`src/hdl/hg_pkg.sv`:
```
// Package of constants for the hangup guard block
package hg_pkg;
  // ==========================================
  // Register map
  localparam logic [3:0] ADDR_CONTROL = 4'h0;
  localparam logic [3:0] ADDR_STATUS = 4'h4;
  localparam logic [3:0] ADDR_MASK = 4'h8;
  localparam logic [7:0] PASSWORD = 8'h5a;
  // ==========================================
  // Control fields
  localparam int CTL_HOLD = 7;
  localparam int CTL_NMI_EDGE = 6;
  localparam int CTL_NMI_SEL = 5;
  localparam int CTL_TIMER_MODE = 4;
  localparam int CTL_CLEAR = 3;
  localparam int CTL_SEL_LSB = 0;
  localparam int CTL_SEL_W = 2;
  localparam logic [7:0] CTL_RESET = 8'h00;
  // ==========================================
  // Status fields
  localparam int ST_EXPIRE = 0;
  localparam int ST_KEY_FAULT = 1;
  localparam int ST_W = 2;
  // ==========================================
  // Interval taps, pulse length and sequencer states
  localparam int TAP_0 = 15;
  localparam int TAP_1 = 13;
  localparam int TAP_2 = 9;
  localparam int TAP_3 = 6;
  localparam int RESET_PULSE = 2;
  typedef enum logic [1:0] {HG_RUN, HG_RESET} hg_state_t;
endpackage

```
`src/hdl/hg_tick_if.sv`:
```
// Interface between the counter and the control logic
`timescale 1ns/1ps
interface hg_tick_if;
  logic clear;
  logic run;
  logic [1:0] sel;
  logic expire;
  modport ctl (output clear, output run, output sel, input expire);
  modport cnt (input clear, input run, input sel, output expire);
endinterface

```
`src/hdl/hg_guard.sv`:
```
// Password-guarded hangup guard, top level
`timescale 1ns/1ps
module hg_guard #(
  parameter int COUNT_W = 16,
  parameter int PULSE_W = 2
) (
  input wire logic clock_in,
  input wire logic rst_b_in,
  input wire logic [3:0] addr_in,
  input wire logic [15:0] wdata_in,
  input wire logic wr_in,
  input wire logic rd_in,
  output logic [15:0] rdata_out,
  output logic soft_reset_out,
  output logic guard_irq_out,
  output logic nmi_sel_out,
  output logic nmi_edge_out
);
  hg_tick_if tick ();
  hg_pkg::hg_state_t state_r, state_nxt;
  logic [7:0] ctl_r, ctl_nxt;
  logic [hg_pkg::ST_W-1:0] st_r, st_nxt;
  logic [hg_pkg::ST_W-1:0] st_set, st_clr;
  logic [hg_pkg::ST_W-1:0] mask_r, mask_nxt;
  logic [15:0] rdata_r, rdata_nxt;
  logic [PULSE_W-1:0] pulse_r, pulse_nxt;
  logic soft_r, soft_nxt;
  logic irq_r, irq_nxt;
  logic nmi_sel_nxt, nmi_edge_nxt;
  logic ctl_wr, st_wr, mask_wr;
  logic key_ok, key_bad, dog_fire, in_reset;

  // ==========================================
  // Parameter checks
  initial begin
    if (COUNT_W != 16) $error("Guard counter width must be 16");
    if (hg_pkg::RESET_PULSE < 1 || hg_pkg::RESET_PULSE > 2 ** PULSE_W) $error("Soft reset pulse does not fit");
  end

  // ==========================================
  // Guard counter
  hg_counter #(.WIDTH(COUNT_W)) u_counter (
    .clock_in(clock_in),
    .rst_b_in(rst_b_in),
    .tick(tick)
  );

  // ==========================================
  // Bus decode and counter steering
  assign in_reset = state_r == hg_pkg::HG_RESET;
  assign ctl_wr = wr_in && addr_in == hg_pkg::ADDR_CONTROL;
  assign st_wr = wr_in && addr_in == hg_pkg::ADDR_STATUS;
  assign mask_wr = wr_in && addr_in == hg_pkg::ADDR_MASK;
  assign key_ok = ctl_wr && wdata_in[15:8] == hg_pkg::PASSWORD;
  assign key_bad = ctl_wr && wdata_in[15:8] != hg_pkg::PASSWORD;
  assign dog_fire = tick.expire && !ctl_r[hg_pkg::CTL_TIMER_MODE];
  // Writes during the soft reset must not disturb the restart
  assign tick.clear = key_ok && !in_reset && wdata_in[hg_pkg::CTL_CLEAR];
  assign tick.run = !ctl_r[hg_pkg::CTL_HOLD] && !in_reset;
  assign tick.sel = ctl_r[hg_pkg::CTL_SEL_LSB +: hg_pkg::CTL_SEL_W];

  // ==========================================
  // Control register
  always_comb begin
    ctl_nxt = ctl_r;
    if (in_reset) begin
      ctl_nxt = hg_pkg::CTL_RESET; // Soft reset returns control to default
    end else if (key_ok) begin
      ctl_nxt = wdata_in[7:0];
      ctl_nxt[hg_pkg::CTL_CLEAR] = 1'b0; // Clear is a self-resetting action
    end
    nmi_sel_nxt = ctl_nxt[hg_pkg::CTL_NMI_SEL];
    nmi_edge_nxt = ctl_nxt[hg_pkg::CTL_NMI_EDGE];
  end

  always_ff @(posedge clock_in or negedge rst_b_in) begin
    if (!rst_b_in) begin
      ctl_r <= hg_pkg::CTL_RESET;
      nmi_sel_out <= 1'b0;
      nmi_edge_out <= 1'b0;
    end else begin
      ctl_r <= ctl_nxt;
      nmi_sel_out <= nmi_sel_nxt;
      nmi_edge_out <= nmi_edge_nxt;
    end
  end

  // ==========================================
  // Soft reset sequencer
  always_comb begin
    state_nxt = state_r;
    pulse_nxt = pulse_r;
    unique case (state_r)
      hg_pkg::HG_RUN: begin
        if (key_bad || dog_fire) begin
          state_nxt = hg_pkg::HG_RESET;
          pulse_nxt = PULSE_W'(hg_pkg::RESET_PULSE - 1);
        end
      end
      hg_pkg::HG_RESET: begin
        if (pulse_r == '0) begin
          state_nxt = hg_pkg::HG_RUN;
        end else begin
          pulse_nxt = pulse_r - 1'b1;
        end
      end
      default: state_nxt = hg_pkg::HG_RUN;
    endcase
    soft_nxt = state_nxt == hg_pkg::HG_RESET;
  end

  always_ff @(posedge clock_in or negedge rst_b_in) begin
    if (!rst_b_in) begin
      state_r <= hg_pkg::HG_RUN;
      pulse_r <= '0;
      soft_r <= 1'b0;
    end else begin
      state_r <= state_nxt;
      pulse_r <= pulse_nxt;
      soft_r <= soft_nxt;
    end
  end

  // ==========================================
  // Sticky flags, one slice per status bit
  assign st_set[hg_pkg::ST_EXPIRE] = tick.expire;
  assign st_set[hg_pkg::ST_KEY_FAULT] = key_bad;
  assign st_clr = st_wr ? wdata_in[hg_pkg::ST_W-1:0] : '0;
  for (genvar i = 0; i < hg_pkg::ST_W; i++) begin : g_flag
    // Set wins over a clear in the same cycle
    assign st_nxt[i] = st_set[i] || (st_r[i] && !st_clr[i]);
    a_flag_sticky: assert property (@(posedge clock_in) disable iff (!rst_b_in)
      (st_r[i] && !st_clr[i]) |=> st_r[i])
      else $error("Guard flag lost");
    a_flag_clear: assert property (@(posedge clock_in) disable iff (!rst_b_in)
      (st_clr[i] && !st_set[i]) |=> !st_r[i])
      else $error("Guard flag not cleared");
  end

  // ==========================================
  // Interrupt enable mask and request
  // Flags survive the soft reset so software can see the cause; only rst_b_in or a status write clears them.
  always_comb begin
    mask_nxt = mask_r;
    if (mask_wr) begin
      mask_nxt = wdata_in[hg_pkg::ST_W-1:0];
    end
    irq_nxt = ctl_r[hg_pkg::CTL_TIMER_MODE] && |(st_nxt & mask_nxt);
  end

  always_ff @(posedge clock_in or negedge rst_b_in) begin
    if (!rst_b_in) begin
      st_r <= '0;
      mask_r <= '0;
      irq_r <= 1'b0;
    end else begin
      st_r <= st_nxt;
      mask_r <= mask_nxt;
      irq_r <= irq_nxt;
    end
  end

  // ==========================================
  // Read port
  always_comb begin
    rdata_nxt = 16'h0000;
    if (rd_in) begin
      unique case (addr_in)
        hg_pkg::ADDR_CONTROL: rdata_nxt = {hg_pkg::PASSWORD, ctl_r};
        hg_pkg::ADDR_STATUS: rdata_nxt = {14'h0000, st_r};
        hg_pkg::ADDR_MASK: rdata_nxt = {14'h0000, mask_r};
        default: rdata_nxt = 16'h0000;
      endcase
    end
  end

  always_ff @(posedge clock_in or negedge rst_b_in) begin
    if (!rst_b_in) begin
      rdata_r <= 16'h0000;
    end else begin
      rdata_r <= rdata_nxt;
    end
  end

  assign rdata_out = rdata_r;
  assign soft_reset_out = soft_r;
  assign guard_irq_out = irq_r;

  // ==========================================
  // Checks on the soft reset
  a_bad_key_reset: assert property (@(posedge clock_in) disable iff (!rst_b_in)
    (key_bad && state_r == hg_pkg::HG_RUN) |=> soft_reset_out ##1 soft_reset_out)
    else $error("Bad key gave no soft reset");

  a_bad_key_keep: assert property (@(posedge clock_in) disable iff (!rst_b_in)
    (key_bad && state_r == hg_pkg::HG_RUN) |=> ctl_r == $past(ctl_r))
    else $error("Bad key changed control");

  a_dog_reset: assert property (@(posedge clock_in) disable iff (!rst_b_in)
    (tick.expire && !ctl_r[hg_pkg::CTL_TIMER_MODE] && state_r == hg_pkg::HG_RUN) |=> soft_reset_out)
    else $error("Expiry gave no soft reset");

  a_timer_no_reset: assert property (@(posedge clock_in) disable iff (!rst_b_in)
    (state_r == hg_pkg::HG_RUN && !key_bad && (!tick.expire || ctl_r[hg_pkg::CTL_TIMER_MODE]))
    |=> !soft_reset_out) else $error("Spurious soft reset");

  a_pulse_len: assert property (@(posedge clock_in) disable iff (!rst_b_in)
    $rose(soft_reset_out) |=> soft_reset_out ##1 !soft_reset_out)
    else $error("Soft reset pulse length wrong");

  a_ctl_default: assert property (@(posedge clock_in) disable iff (!rst_b_in)
    soft_reset_out |=> ctl_r == hg_pkg::CTL_RESET)
    else $error("Control not defaulted by soft reset");

  a_reset_holds: assert property (@(posedge clock_in) disable iff (!rst_b_in)
    soft_reset_out |=> !tick.expire)
    else $error("Counter ran during soft reset");

  a_reset_ignores: assert property (@(posedge clock_in) disable iff (!rst_b_in)
    (in_reset && key_ok) |=> ctl_r == hg_pkg::CTL_RESET)
    else $error("Control written during soft reset");

  // ==========================================
  // Checks on the control register
  a_good_key_load: assert property (@(posedge clock_in) disable iff (!rst_b_in)
    (key_ok && state_r == hg_pkg::HG_RUN) |=> ctl_r[7:4] == $past(wdata_in[7:4]))
    else $error("Control not loaded");

  a_ctl_keep: assert property (@(posedge clock_in) disable iff (!rst_b_in)
    (!key_ok && !in_reset) |=> ctl_r == $past(ctl_r))
    else $error("Control changed without a write");

  a_hold_stop: assert property (@(posedge clock_in) disable iff (!rst_b_in)
    ctl_r[hg_pkg::CTL_HOLD] |=> !tick.expire)
    else $error("Held counter expired");

  a_nmi_bits: assert property (@(posedge clock_in) disable iff (!rst_b_in)
    (key_ok && state_r == hg_pkg::HG_RUN) |=> nmi_sel_out == $past(wdata_in[hg_pkg::CTL_NMI_SEL])
    && nmi_edge_out == $past(wdata_in[hg_pkg::CTL_NMI_EDGE]))
    else $error("NMI pin bits not loaded");

  // ==========================================
  // Checks on flags and interrupt
  a_flag_set: assert property (@(posedge clock_in) disable iff (!rst_b_in)
    (tick.expire || key_bad) |=> st_r != 2'b00)
    else $error("Guard flag not set");

  a_mask_load: assert property (@(posedge clock_in) disable iff (!rst_b_in)
    mask_wr |=> mask_r == $past(wdata_in[hg_pkg::ST_W-1:0]))
    else $error("Mask not loaded");

  a_mask_keep: assert property (@(posedge clock_in) disable iff (!rst_b_in)
    !mask_wr |=> mask_r == $past(mask_r))
    else $error("Mask changed without a write");

  a_irq_gate: assert property (@(posedge clock_in) disable iff (!rst_b_in)
    guard_irq_out |-> $past(mask_nxt) != 2'b00 && $past(ctl_r[hg_pkg::CTL_TIMER_MODE]))
    else $error("Interrupt without enable");

  a_irq_raise: assert property (@(posedge clock_in) disable iff (!rst_b_in)
    (ctl_r[hg_pkg::CTL_TIMER_MODE] && tick.expire && mask_nxt[hg_pkg::ST_EXPIRE]) |=> guard_irq_out)
    else $error("Timer expiry gave no interrupt");

  a_no_irq_dog: assert property (@(posedge clock_in) disable iff (!rst_b_in)
    !ctl_r[hg_pkg::CTL_TIMER_MODE] |=> !guard_irq_out)
    else $error("Interrupt in watchdog mode");

  // ==========================================
  // Checks on the read port
  a_read_ctl: assert property (@(posedge clock_in) disable iff (!rst_b_in)
    (rd_in && addr_in == hg_pkg::ADDR_CONTROL) |=> rdata_out == {hg_pkg::PASSWORD, $past(ctl_r)})
    else $error("Control read wrong");

  a_read_status: assert property (@(posedge clock_in) disable iff (!rst_b_in)
    (rd_in && addr_in == hg_pkg::ADDR_STATUS) |=> rdata_out == {14'h0000, $past(st_r)})
    else $error("Status read wrong");

  a_read_unmapped: assert property (@(posedge clock_in) disable iff (!rst_b_in)
    (rd_in && addr_in != hg_pkg::ADDR_CONTROL && addr_in != hg_pkg::ADDR_STATUS
    && addr_in != hg_pkg::ADDR_MASK) |=> rdata_out == 16'h0000)
    else $error("Unmapped read not zero");

  a_read_idle: assert property (@(posedge clock_in) disable iff (!rst_b_in)
    !rd_in |=> rdata_out == 16'h0000)
    else $error("Read data outside its cycle");
endmodule

```
`src/hdl/hg_counter.sv`:
```
// Guard counter with selectable interval taps
`timescale 1ns/1ps
module hg_counter #(
  parameter int WIDTH = 16
) (
  input wire logic clock_in,
  input wire logic rst_b_in,
  hg_tick_if.cnt tick
);
  logic [WIDTH-1:0] count_r;
  logic [WIDTH-1:0] count_nxt;
  logic expire_r;
  logic expire_nxt;
  logic hit;

  initial begin
    if (WIDTH != 16) $error("Guard counter width must be 16");
  end

  // ==========================================
  // Next state
  always_comb begin
    unique case (tick.sel)
      2'd0: hit = &count_r[hg_pkg::TAP_0:0];
      2'd1: hit = &count_r[hg_pkg::TAP_1:0];
      2'd2: hit = &count_r[hg_pkg::TAP_2:0];
      2'd3: hit = &count_r[hg_pkg::TAP_3:0];
    endcase
    count_nxt = count_r;
    expire_nxt = 1'b0;
    if (tick.clear) begin
      count_nxt = '0;
    end else if (tick.run) begin
      if (hit) begin
        count_nxt = '0;
        expire_nxt = 1'b1;
      end else begin
        count_nxt = count_r + 1'b1;
      end
    end
  end

  always_ff @(posedge clock_in or negedge rst_b_in) begin
    if (!rst_b_in) begin
      count_r <= '0;
      expire_r <= 1'b0;
    end else begin
      count_r <= count_nxt;
      expire_r <= expire_nxt;
    end
  end

  assign tick.expire = expire_r;

  // ==========================================
  // Checks
  a_restart_zero: assert property (@(posedge clock_in) disable iff (!rst_b_in)
    expire_r |-> count_r == '0) else $error("Counter not restarted at expiry");
  a_count_step: assert property (@(posedge clock_in) disable iff (!rst_b_in)
    (tick.run && !tick.clear && !hit) |=> count_r == $past(count_r) + 1'b1)
    else $error("Counter did not step");
endmodule

```
`config.mk`:
```
export PLATFORM = sky130hd
export DESIGN_NAME = hg_guard
export DESIGN_NICKNAME = d
export VERILOG_FILES = /design/src/hdl/hg_pkg.sv /design/src/hdl/hg_tick_if.sv /design/src/hdl/hg_guard.sv /design/src/hdl/hg_counter.sv
export SDC_FILE = /design/constraint.sdc
export NUM_CORES = 1
export LEC_CHECK = 0
export BUFFER_PORTS_ARGS = -buffer_cell sky130_fd_sc_hd__buf_2
export CAP_MARGIN = 20
export CORE_ASPECT_RATIO = 1.1
export CORE_MARGIN = 10
export CORE_UTILIZATION = 49
export CTS_CLUSTER_SIZE = 14
export DETAILED_ROUTE_END_ITERATION = 8
export PLACE_DENSITY = 0.75
export SYNTH_ARGS = -nofsm -noshare
export SYNTH_HDL_FRONTEND = slang
export SYNTH_HIERARCHICAL = 1
export SYNTH_SLANG_ARGS = --single-unit
```
`constraint.sdc`:
```
create_clock -name clock_in -period 2 [get_ports clock_in]
set_clock_uncertainty 0.15 [all_clocks]
set_input_delay 0 -clock clock_in [delete_from_list [all_inputs] [get_ports clock_in]]
set_output_delay 0 -clock clock_in [all_outputs]
set_load 0.02 [all_outputs]
```
# Word level (Yosys, flattened, before mapping)
# Index checks and enable logic that the tools add are counted.
word_totals:
  register_bits: 53
  input_bits: 24
  output_inout_bits: 20
  wordCells: 79
op_classes:
  add_sub_neg: 2
  eq_ne: 11
  n_mux: 19
  bitwise: 1
  n_reduce_logical: 33
op_table:
  columns: ["operator", "count"]
  rows:
  - ["$mux W16", 3]
  - ["$pmux W15 S3", 1]
  - ["$add A16 B1 Y16 const B", 1]
  - ["$mux W8", 2]
  - ["$reduce_and A16 Y1", 1]
  - ["$mux W15", 1]
  - ["$reduce_and A14 Y1", 1]
  - ["$logic_and A1 B1 Y1", 12]
  - ["$mux W2", 6]
  - ["$reduce_and A10 Y1", 1]
  - ["$eq A8 B7 Y1 const B", 1]
  - ["$ne A8 B7 Y1 const B", 1]
  - ["$pmux W2 S2", 2]
  - ["$reduce_and A7 Y1", 1]
  - ["$eq A2 B1 Y1 const B", 3]
  - ["$logic_not A2 Y1", 3]
  - ["$reduce_bool A2 Y1", 3]
  - ["$logic_not A1 Y1", 5]
  - ["$eq A2 B2 Y1 const B", 2]
  - ["$eq A4 B3 Y1 const B", 1]
  - ["$eq A4 B4 Y1 const B", 1]
  - ["$logic_not A4 Y1", 1]
  - ["$ne A2 B2 Y1 const B", 2]
  - ["$pmux W1 S4", 1]
  - ["other kinds (6)", 10]

# Depth between registers and ports, before layout
depth:
  ltp_word: 9
  mapped_depth: 9
  depth_no_buf: 8

# Hierarchy
# Netlist, hierarchy kept.
modules_own_cells:
  columns: ["module", "instances", "cells_per_inst", "area_per_inst_um2", "seq_area_each_um2"]
  rows:
  - ["hg_guard", 1, 101, 1183.6, 650.6]
  - ["hg_counter", 1, 105, 952.2, 425.4]

# Worst setup path after synthesis
# OpenSTA, ideal clock, no wires.
synth_timing:
  path_type: "input-to-reg"
  start: "input port addr_in[3]"
  end: "register u_counter.count_r[1]"
  setup_time_ns: 0.121
  arrival_ns: 1.938
  t_required_ns: 1.729
  slack_ns: -0.209
  stages: 8
  path_cell_list: "buf_6 > or4b_4 > nor4_4 > and2_1 > nand2b_1 > a21oi_2 > buf_2 > a22o_1"
synth_via:
  elab_chain_cells: 6
  elab_cells_between_ends: 7
  cone_classes: "1 x mux; 6 x reduce/logical"
synth_lines:
  columns: ["element", "line_no", "source"]
  rows:
  - ["from (decl)", "hg_guard.sv:9", "input wire logic [3:0] addr_in,"]
  - ["$logic_not A4 Y1 *", "hg_guard.sv:51", "assign ctl_wr = wr_in && addr_in == hg_pkg::ADDR_CONTROL;"]
  - ["$logic_and A1 B1 Y1 *", "hg_guard.sv:51", null]
  - ["$logic_and A1 B1 Y1 *", "hg_guard.sv:54", "assign key_ok = ctl_wr && wdata_in[15:8] == hg_pkg::PASSWORD;"]
  - ["$logic_and A1 B1 Y1 * (2 in a row)", "hg_guard.sv:58", "assign tick.clear = key_ok && !in_reset && wdata_in[hg_pkg::CTL_CLEAR];"]
  - ["named net tick.clear", "hg_tick_if.sv:4", "logic clear;"]
  - ["$mux W16 / $reduce_bool A2 Y1 (equally long branches)", null, null]
  - ["to (signal assigned)", "hg_counter.sv:48", "count_r <= count_nxt;"]
  - ["to (decl)", "hg_counter.sv:10", "logic [WIDTH-1:0] count_r;"]
# The timed path passes the listed nets; every way through them passes the cells marked *.
# A chain may end at the register's enable or synchronous reset.

# Final worst setup path
layout_timing:
  start: "register state_r[1]"
  end: "register u_counter.count_r[12]"
layout_via:
  elab_chain_cells: 5
  elab_cells_between_ends: 7
  cone_classes: "1 x eq/ne; 1 x mux; 5 x reduce/logical"
layout_lines:
  columns: ["element", "line_no", "source"]
  rows:
  - ["from (decl)", "hg_guard.sv:20", "hg_pkg::hg_state_t state_r, state_nxt;"]
  - ["from (signal assigned)", "hg_guard.sv:114", "state_r <= hg_pkg::HG_RUN;"]
  - ["from (signal assigned)", "hg_guard.sv:118", "state_r <= state_nxt;"]
  - ["$eq A2 B1 Y1 *", "hg_guard.sv:50", "assign in_reset = state_r == hg_pkg::HG_RESET;"]
  - ["$logic_not A1 Y1 *", "hg_guard.sv:58", null]
  - ["$logic_and A1 B1 Y1 * (2 in a row)", "hg_guard.sv:58", null]
  - ["named net tick.clear", "hg_tick_if.sv:4", null]
  - ["$mux W16 / $reduce_bool A2 Y1 (equally long branches)", null, null]
# Marks and branches as above.

==> flow_metrics.py <==
metrics = {
    "critical_path": {
        "end_kind": "register",
        "worstReg2RegStart": "state_r[1]",
        "path_cells": "nor2b_4, nor4_4, and2_4, nand2b_4, a21o_4, or4_1, nand3_1",
        "path_max_fanout": 8,
        "criticalPathCategory": "register to register",
        "crit_family": "simple AND/OR/NAND/NOR gates",
        "slowest_delay_ns": 0.46,
        "cp_data_arrival_time_ns": 2.01,
        "cp_data_required_time_ns": 2.08,
        "worstSetupStartpointType": "register",
        "crit_buf_inv": 0,
        "cp_slowest_cell": "or4_1",
        "cp-startpoint": "state_r[1]",
    },
    "synth": {
        "synth_ff_type": "dfrtp_1",
        "synth_seq_area_share_pct": 50.4,
        "async_flop_share_pct": 100,
        "syn-cell-area_um2": 2140,
        "yosysWarnings": 6,
        "synth.avg_cell_area_um2": 10.4,
        "synth.area.top_cells": "dfrtp_1, nand2_1, a22o_1",
        "synth-edff-count": 0,
        "synth.top_cell.area_share_pct": 50.4,
        "ys_types": 52,
        "ys_ff_latch": 43,
        "synthCells": 206,
        "synth_top_area_cell": "dfrtp_1",
    },
    "floorplan": {
        "io_pins": 44,
        "core.rowCount": 25,
        "die_h_um": 89.2,
        "start_util_pct": 50.2,
        "die_area_um2": 7400,
        "die_width_um": 83.0,
        "coreArea_um2": 4250,
    },
    "clock_network": {
        "numCtsBuffers": 5,
        "htree_levels": 2,
        "path_clk_slew_ns": 0.08,
        "insertion_delay_ns": 0.29,
        "cts-root-buf": "clkbuf_8",
        "cts_tree": "done",
        "cts_sinks": 43,
        "clockBufferDepth": 2,
    },
    "power_and_ir_drop": {
        "p_per_area_nw_per_um2": 813,
        "vdd_drop_max_mv": 0.495,
        "p_leak_nw": 1.35,
        "total_power_mw": 2.30,
    },
    "grt": {
        "grt_use_total_pct": 15.3,
        "grt_pass1_vias": 1947,
        "antenna_found_initial": 0,
        "gr-max-usage-layer": "met2",
        "grt_max_degree": 24,
        "grt_util_met3_pct": 5.20,
        "use_met2_pct": 26.8,
        "grt.overflow.total": 0,
        "grt_pass1_wl_mm": 9.34,
        "grt_use_met1_pct": 16.2,
    },
    "sta": {
        "hold_viol": 0,
        "slew_headroom_pct": 64.2,
        "fin_ws_ns": 0.0763,
        "post-route-period-util_pct": 96.2,
        "maxClockFrequency_ghz": 0.520,
        "fin_crit_ns": 1.92,
        "rsz0062_at_grt": "false",
        "tightestPinTransition_ns": 0.535,
        "slew_violations": 0,
        "setup_viol": 0,
        "fin_hold_ws_ns": 0.0263,
    },
    "layout": {
        "multi_input_area_um2": 1020,
        "synthToLayoutAreaGrowth_pct": 32.5,
        "diodes": 0,
        "drive_above_1_share_pct": 30.7,
        "ff_latch_area_um2": 1080,
        "finalNonFillerCells": 337,
        "fillCellCount": 320,
        "nNetsFinal": 308,
    },
    "place": {
        "dp_hpwl_mm": 3.67,
        "port_buffers": 39,
        "place_inst": 308,
        "place_ws_ns": -0.0132,
        "place_congestion": 0.806,
    },
    "flow_run": {
        "maxCapViolations": 0,
    },
    "min_path": {
        "min_from": "addr_in[2]",
        "hold_path.class": "primary input to register",
    },
    "detailed_routing": {
        "wl_per_cell_um": 16.4,
        "vias": 1841,
        "routed_wl_mm": 5.51,
        "drtPass1Iterations": 4,
        "drc": 0,
        "antenna_left": 0,
        "viasPerCell": 5.46,
        "drt_iter0_drc": 160,
    },
    "outcome": {
        "status": "finished clean",
    },
}
[metal layers]
layer / share of wire (%) / vias up
met5: 0 / -
met4: 2.5 / 0
met3: 7.9 / 14
met2: 52 / 76
met1: 37 / 869
li1: - / 882
[tightest hold or removal path: cells and delay by family]
kind / cells / cell delay (ns)
compound gates: 1 / 0.05
buf+inv: 1 / 0.17
simple gates: 2 / 0.20
[power breakdown]
group,internal [mW],switching (mW),total [mW],leakage [nW]
Clock,0.404,0.291,0.695,0.0612
Sequential,0.997,0.150,1.15,0.561
Combinational,0.219,0.240,0.458,0.730
Total,1.62,0.681,2.30,1.35
[flip-flops by register name (all words and copies together), names as in the netlist]
name	cells
u_counter/count_r	16
soft_reset_out	1
mask_r	2
ctl_r	7
rdata_out	9
pulse_r	2
st_r	2
u_counter/tick.expire	1
guard_irq_out	1
state_r	2
[cells in the final DEF (no fill, tap or decap), types with 7 or more instances in the layout]
cell,n
a21oi_1,11
a22o_1,8
a31oi_1,7
buf_2,39
buf_4,18
dfrtp_1,43
dlygate4sd3_1,18
inv_1,10
nand2_1,23
nand3_1,9
nor2_1,12
o21ai_0,8
[worst paths after layout]
check	endpoint	slack, ns	cells past startpoint
min reg2reg	rdata_out[2]	0.36	1
max in group asynchronous	u_counter/count_r[10]	1.08	3
min	rdata_out[0]	0.03	4
max reg2reg	u_counter/count_r[12]	0.08	7
min in group asynchronous	pulse_r[1]	0.06	2
max	u_counter/count_r[12]	0.08	7
[cells in the mapped netlist (2+ instances only)]
cell	n
a21oi_1	11
a22o_1	8
a22oi_1	2
a31oi_1	7
and2_1	5
buf_4	7
buf_6	2
dfrtp_1	43
ha_1	2
inv_1	10
mux2i_1	2
nand2_1	24
nand2b_1	2
nand3_1	9
nand4_1	5
nor2_1	12
nor2b_1	2
nor4bb_1	2
o211ai_1	2
o21ai_0	8
o21ai_1	4
or3_1	5
or4_1	2
xor2_1	2
[timing repair]
action	CTS	global route
hold endpoints to repair	61	0
endpoints found under the setup margin	2	8
resized for setup	1	5
hold buffers	20	0
buffers inserted	0	3
pin swaps	0	2
[per-stage QoR]
stage / TNS, ns / area, µm² / utilization [%]
2_1_floorplan: -0.319 / 2200 / -
3_3_place_gp: 0 / 2480 / 58.3
3_5_place_dp: -0.0132 / 2480 / 58.3
4_1_cts: 0 / 2800 / 65.9
5_1_grt: 0 / 2830 / 66.5
6_report: 0 / 2830 / 66.5
[kinds of logic after synthesis]
kind of cell	count (synthesis)	synth area share (%)
AOI/OAI and AO/OA	52	18.2
xor gates and xnor gates	2	0.820
adders and majority gates	2	1.17
buffers and inverters	21	5.68
DFF	43	50.4
muxes	3	1.64
other	1	0.176
and+or+nand+nor	82	21.9
[layout make-up]
class                   count  area share, %
repair buffers             75           18.0
inverters                  10           1.33
flip-flops and latches     43           38.0
clock buffers               6           2.92
multi-input cells         147           36.1
well taps                  54           2.39
clock inverters             2           1.24
No activity file was read; power rests on OpenSTA's default activity.
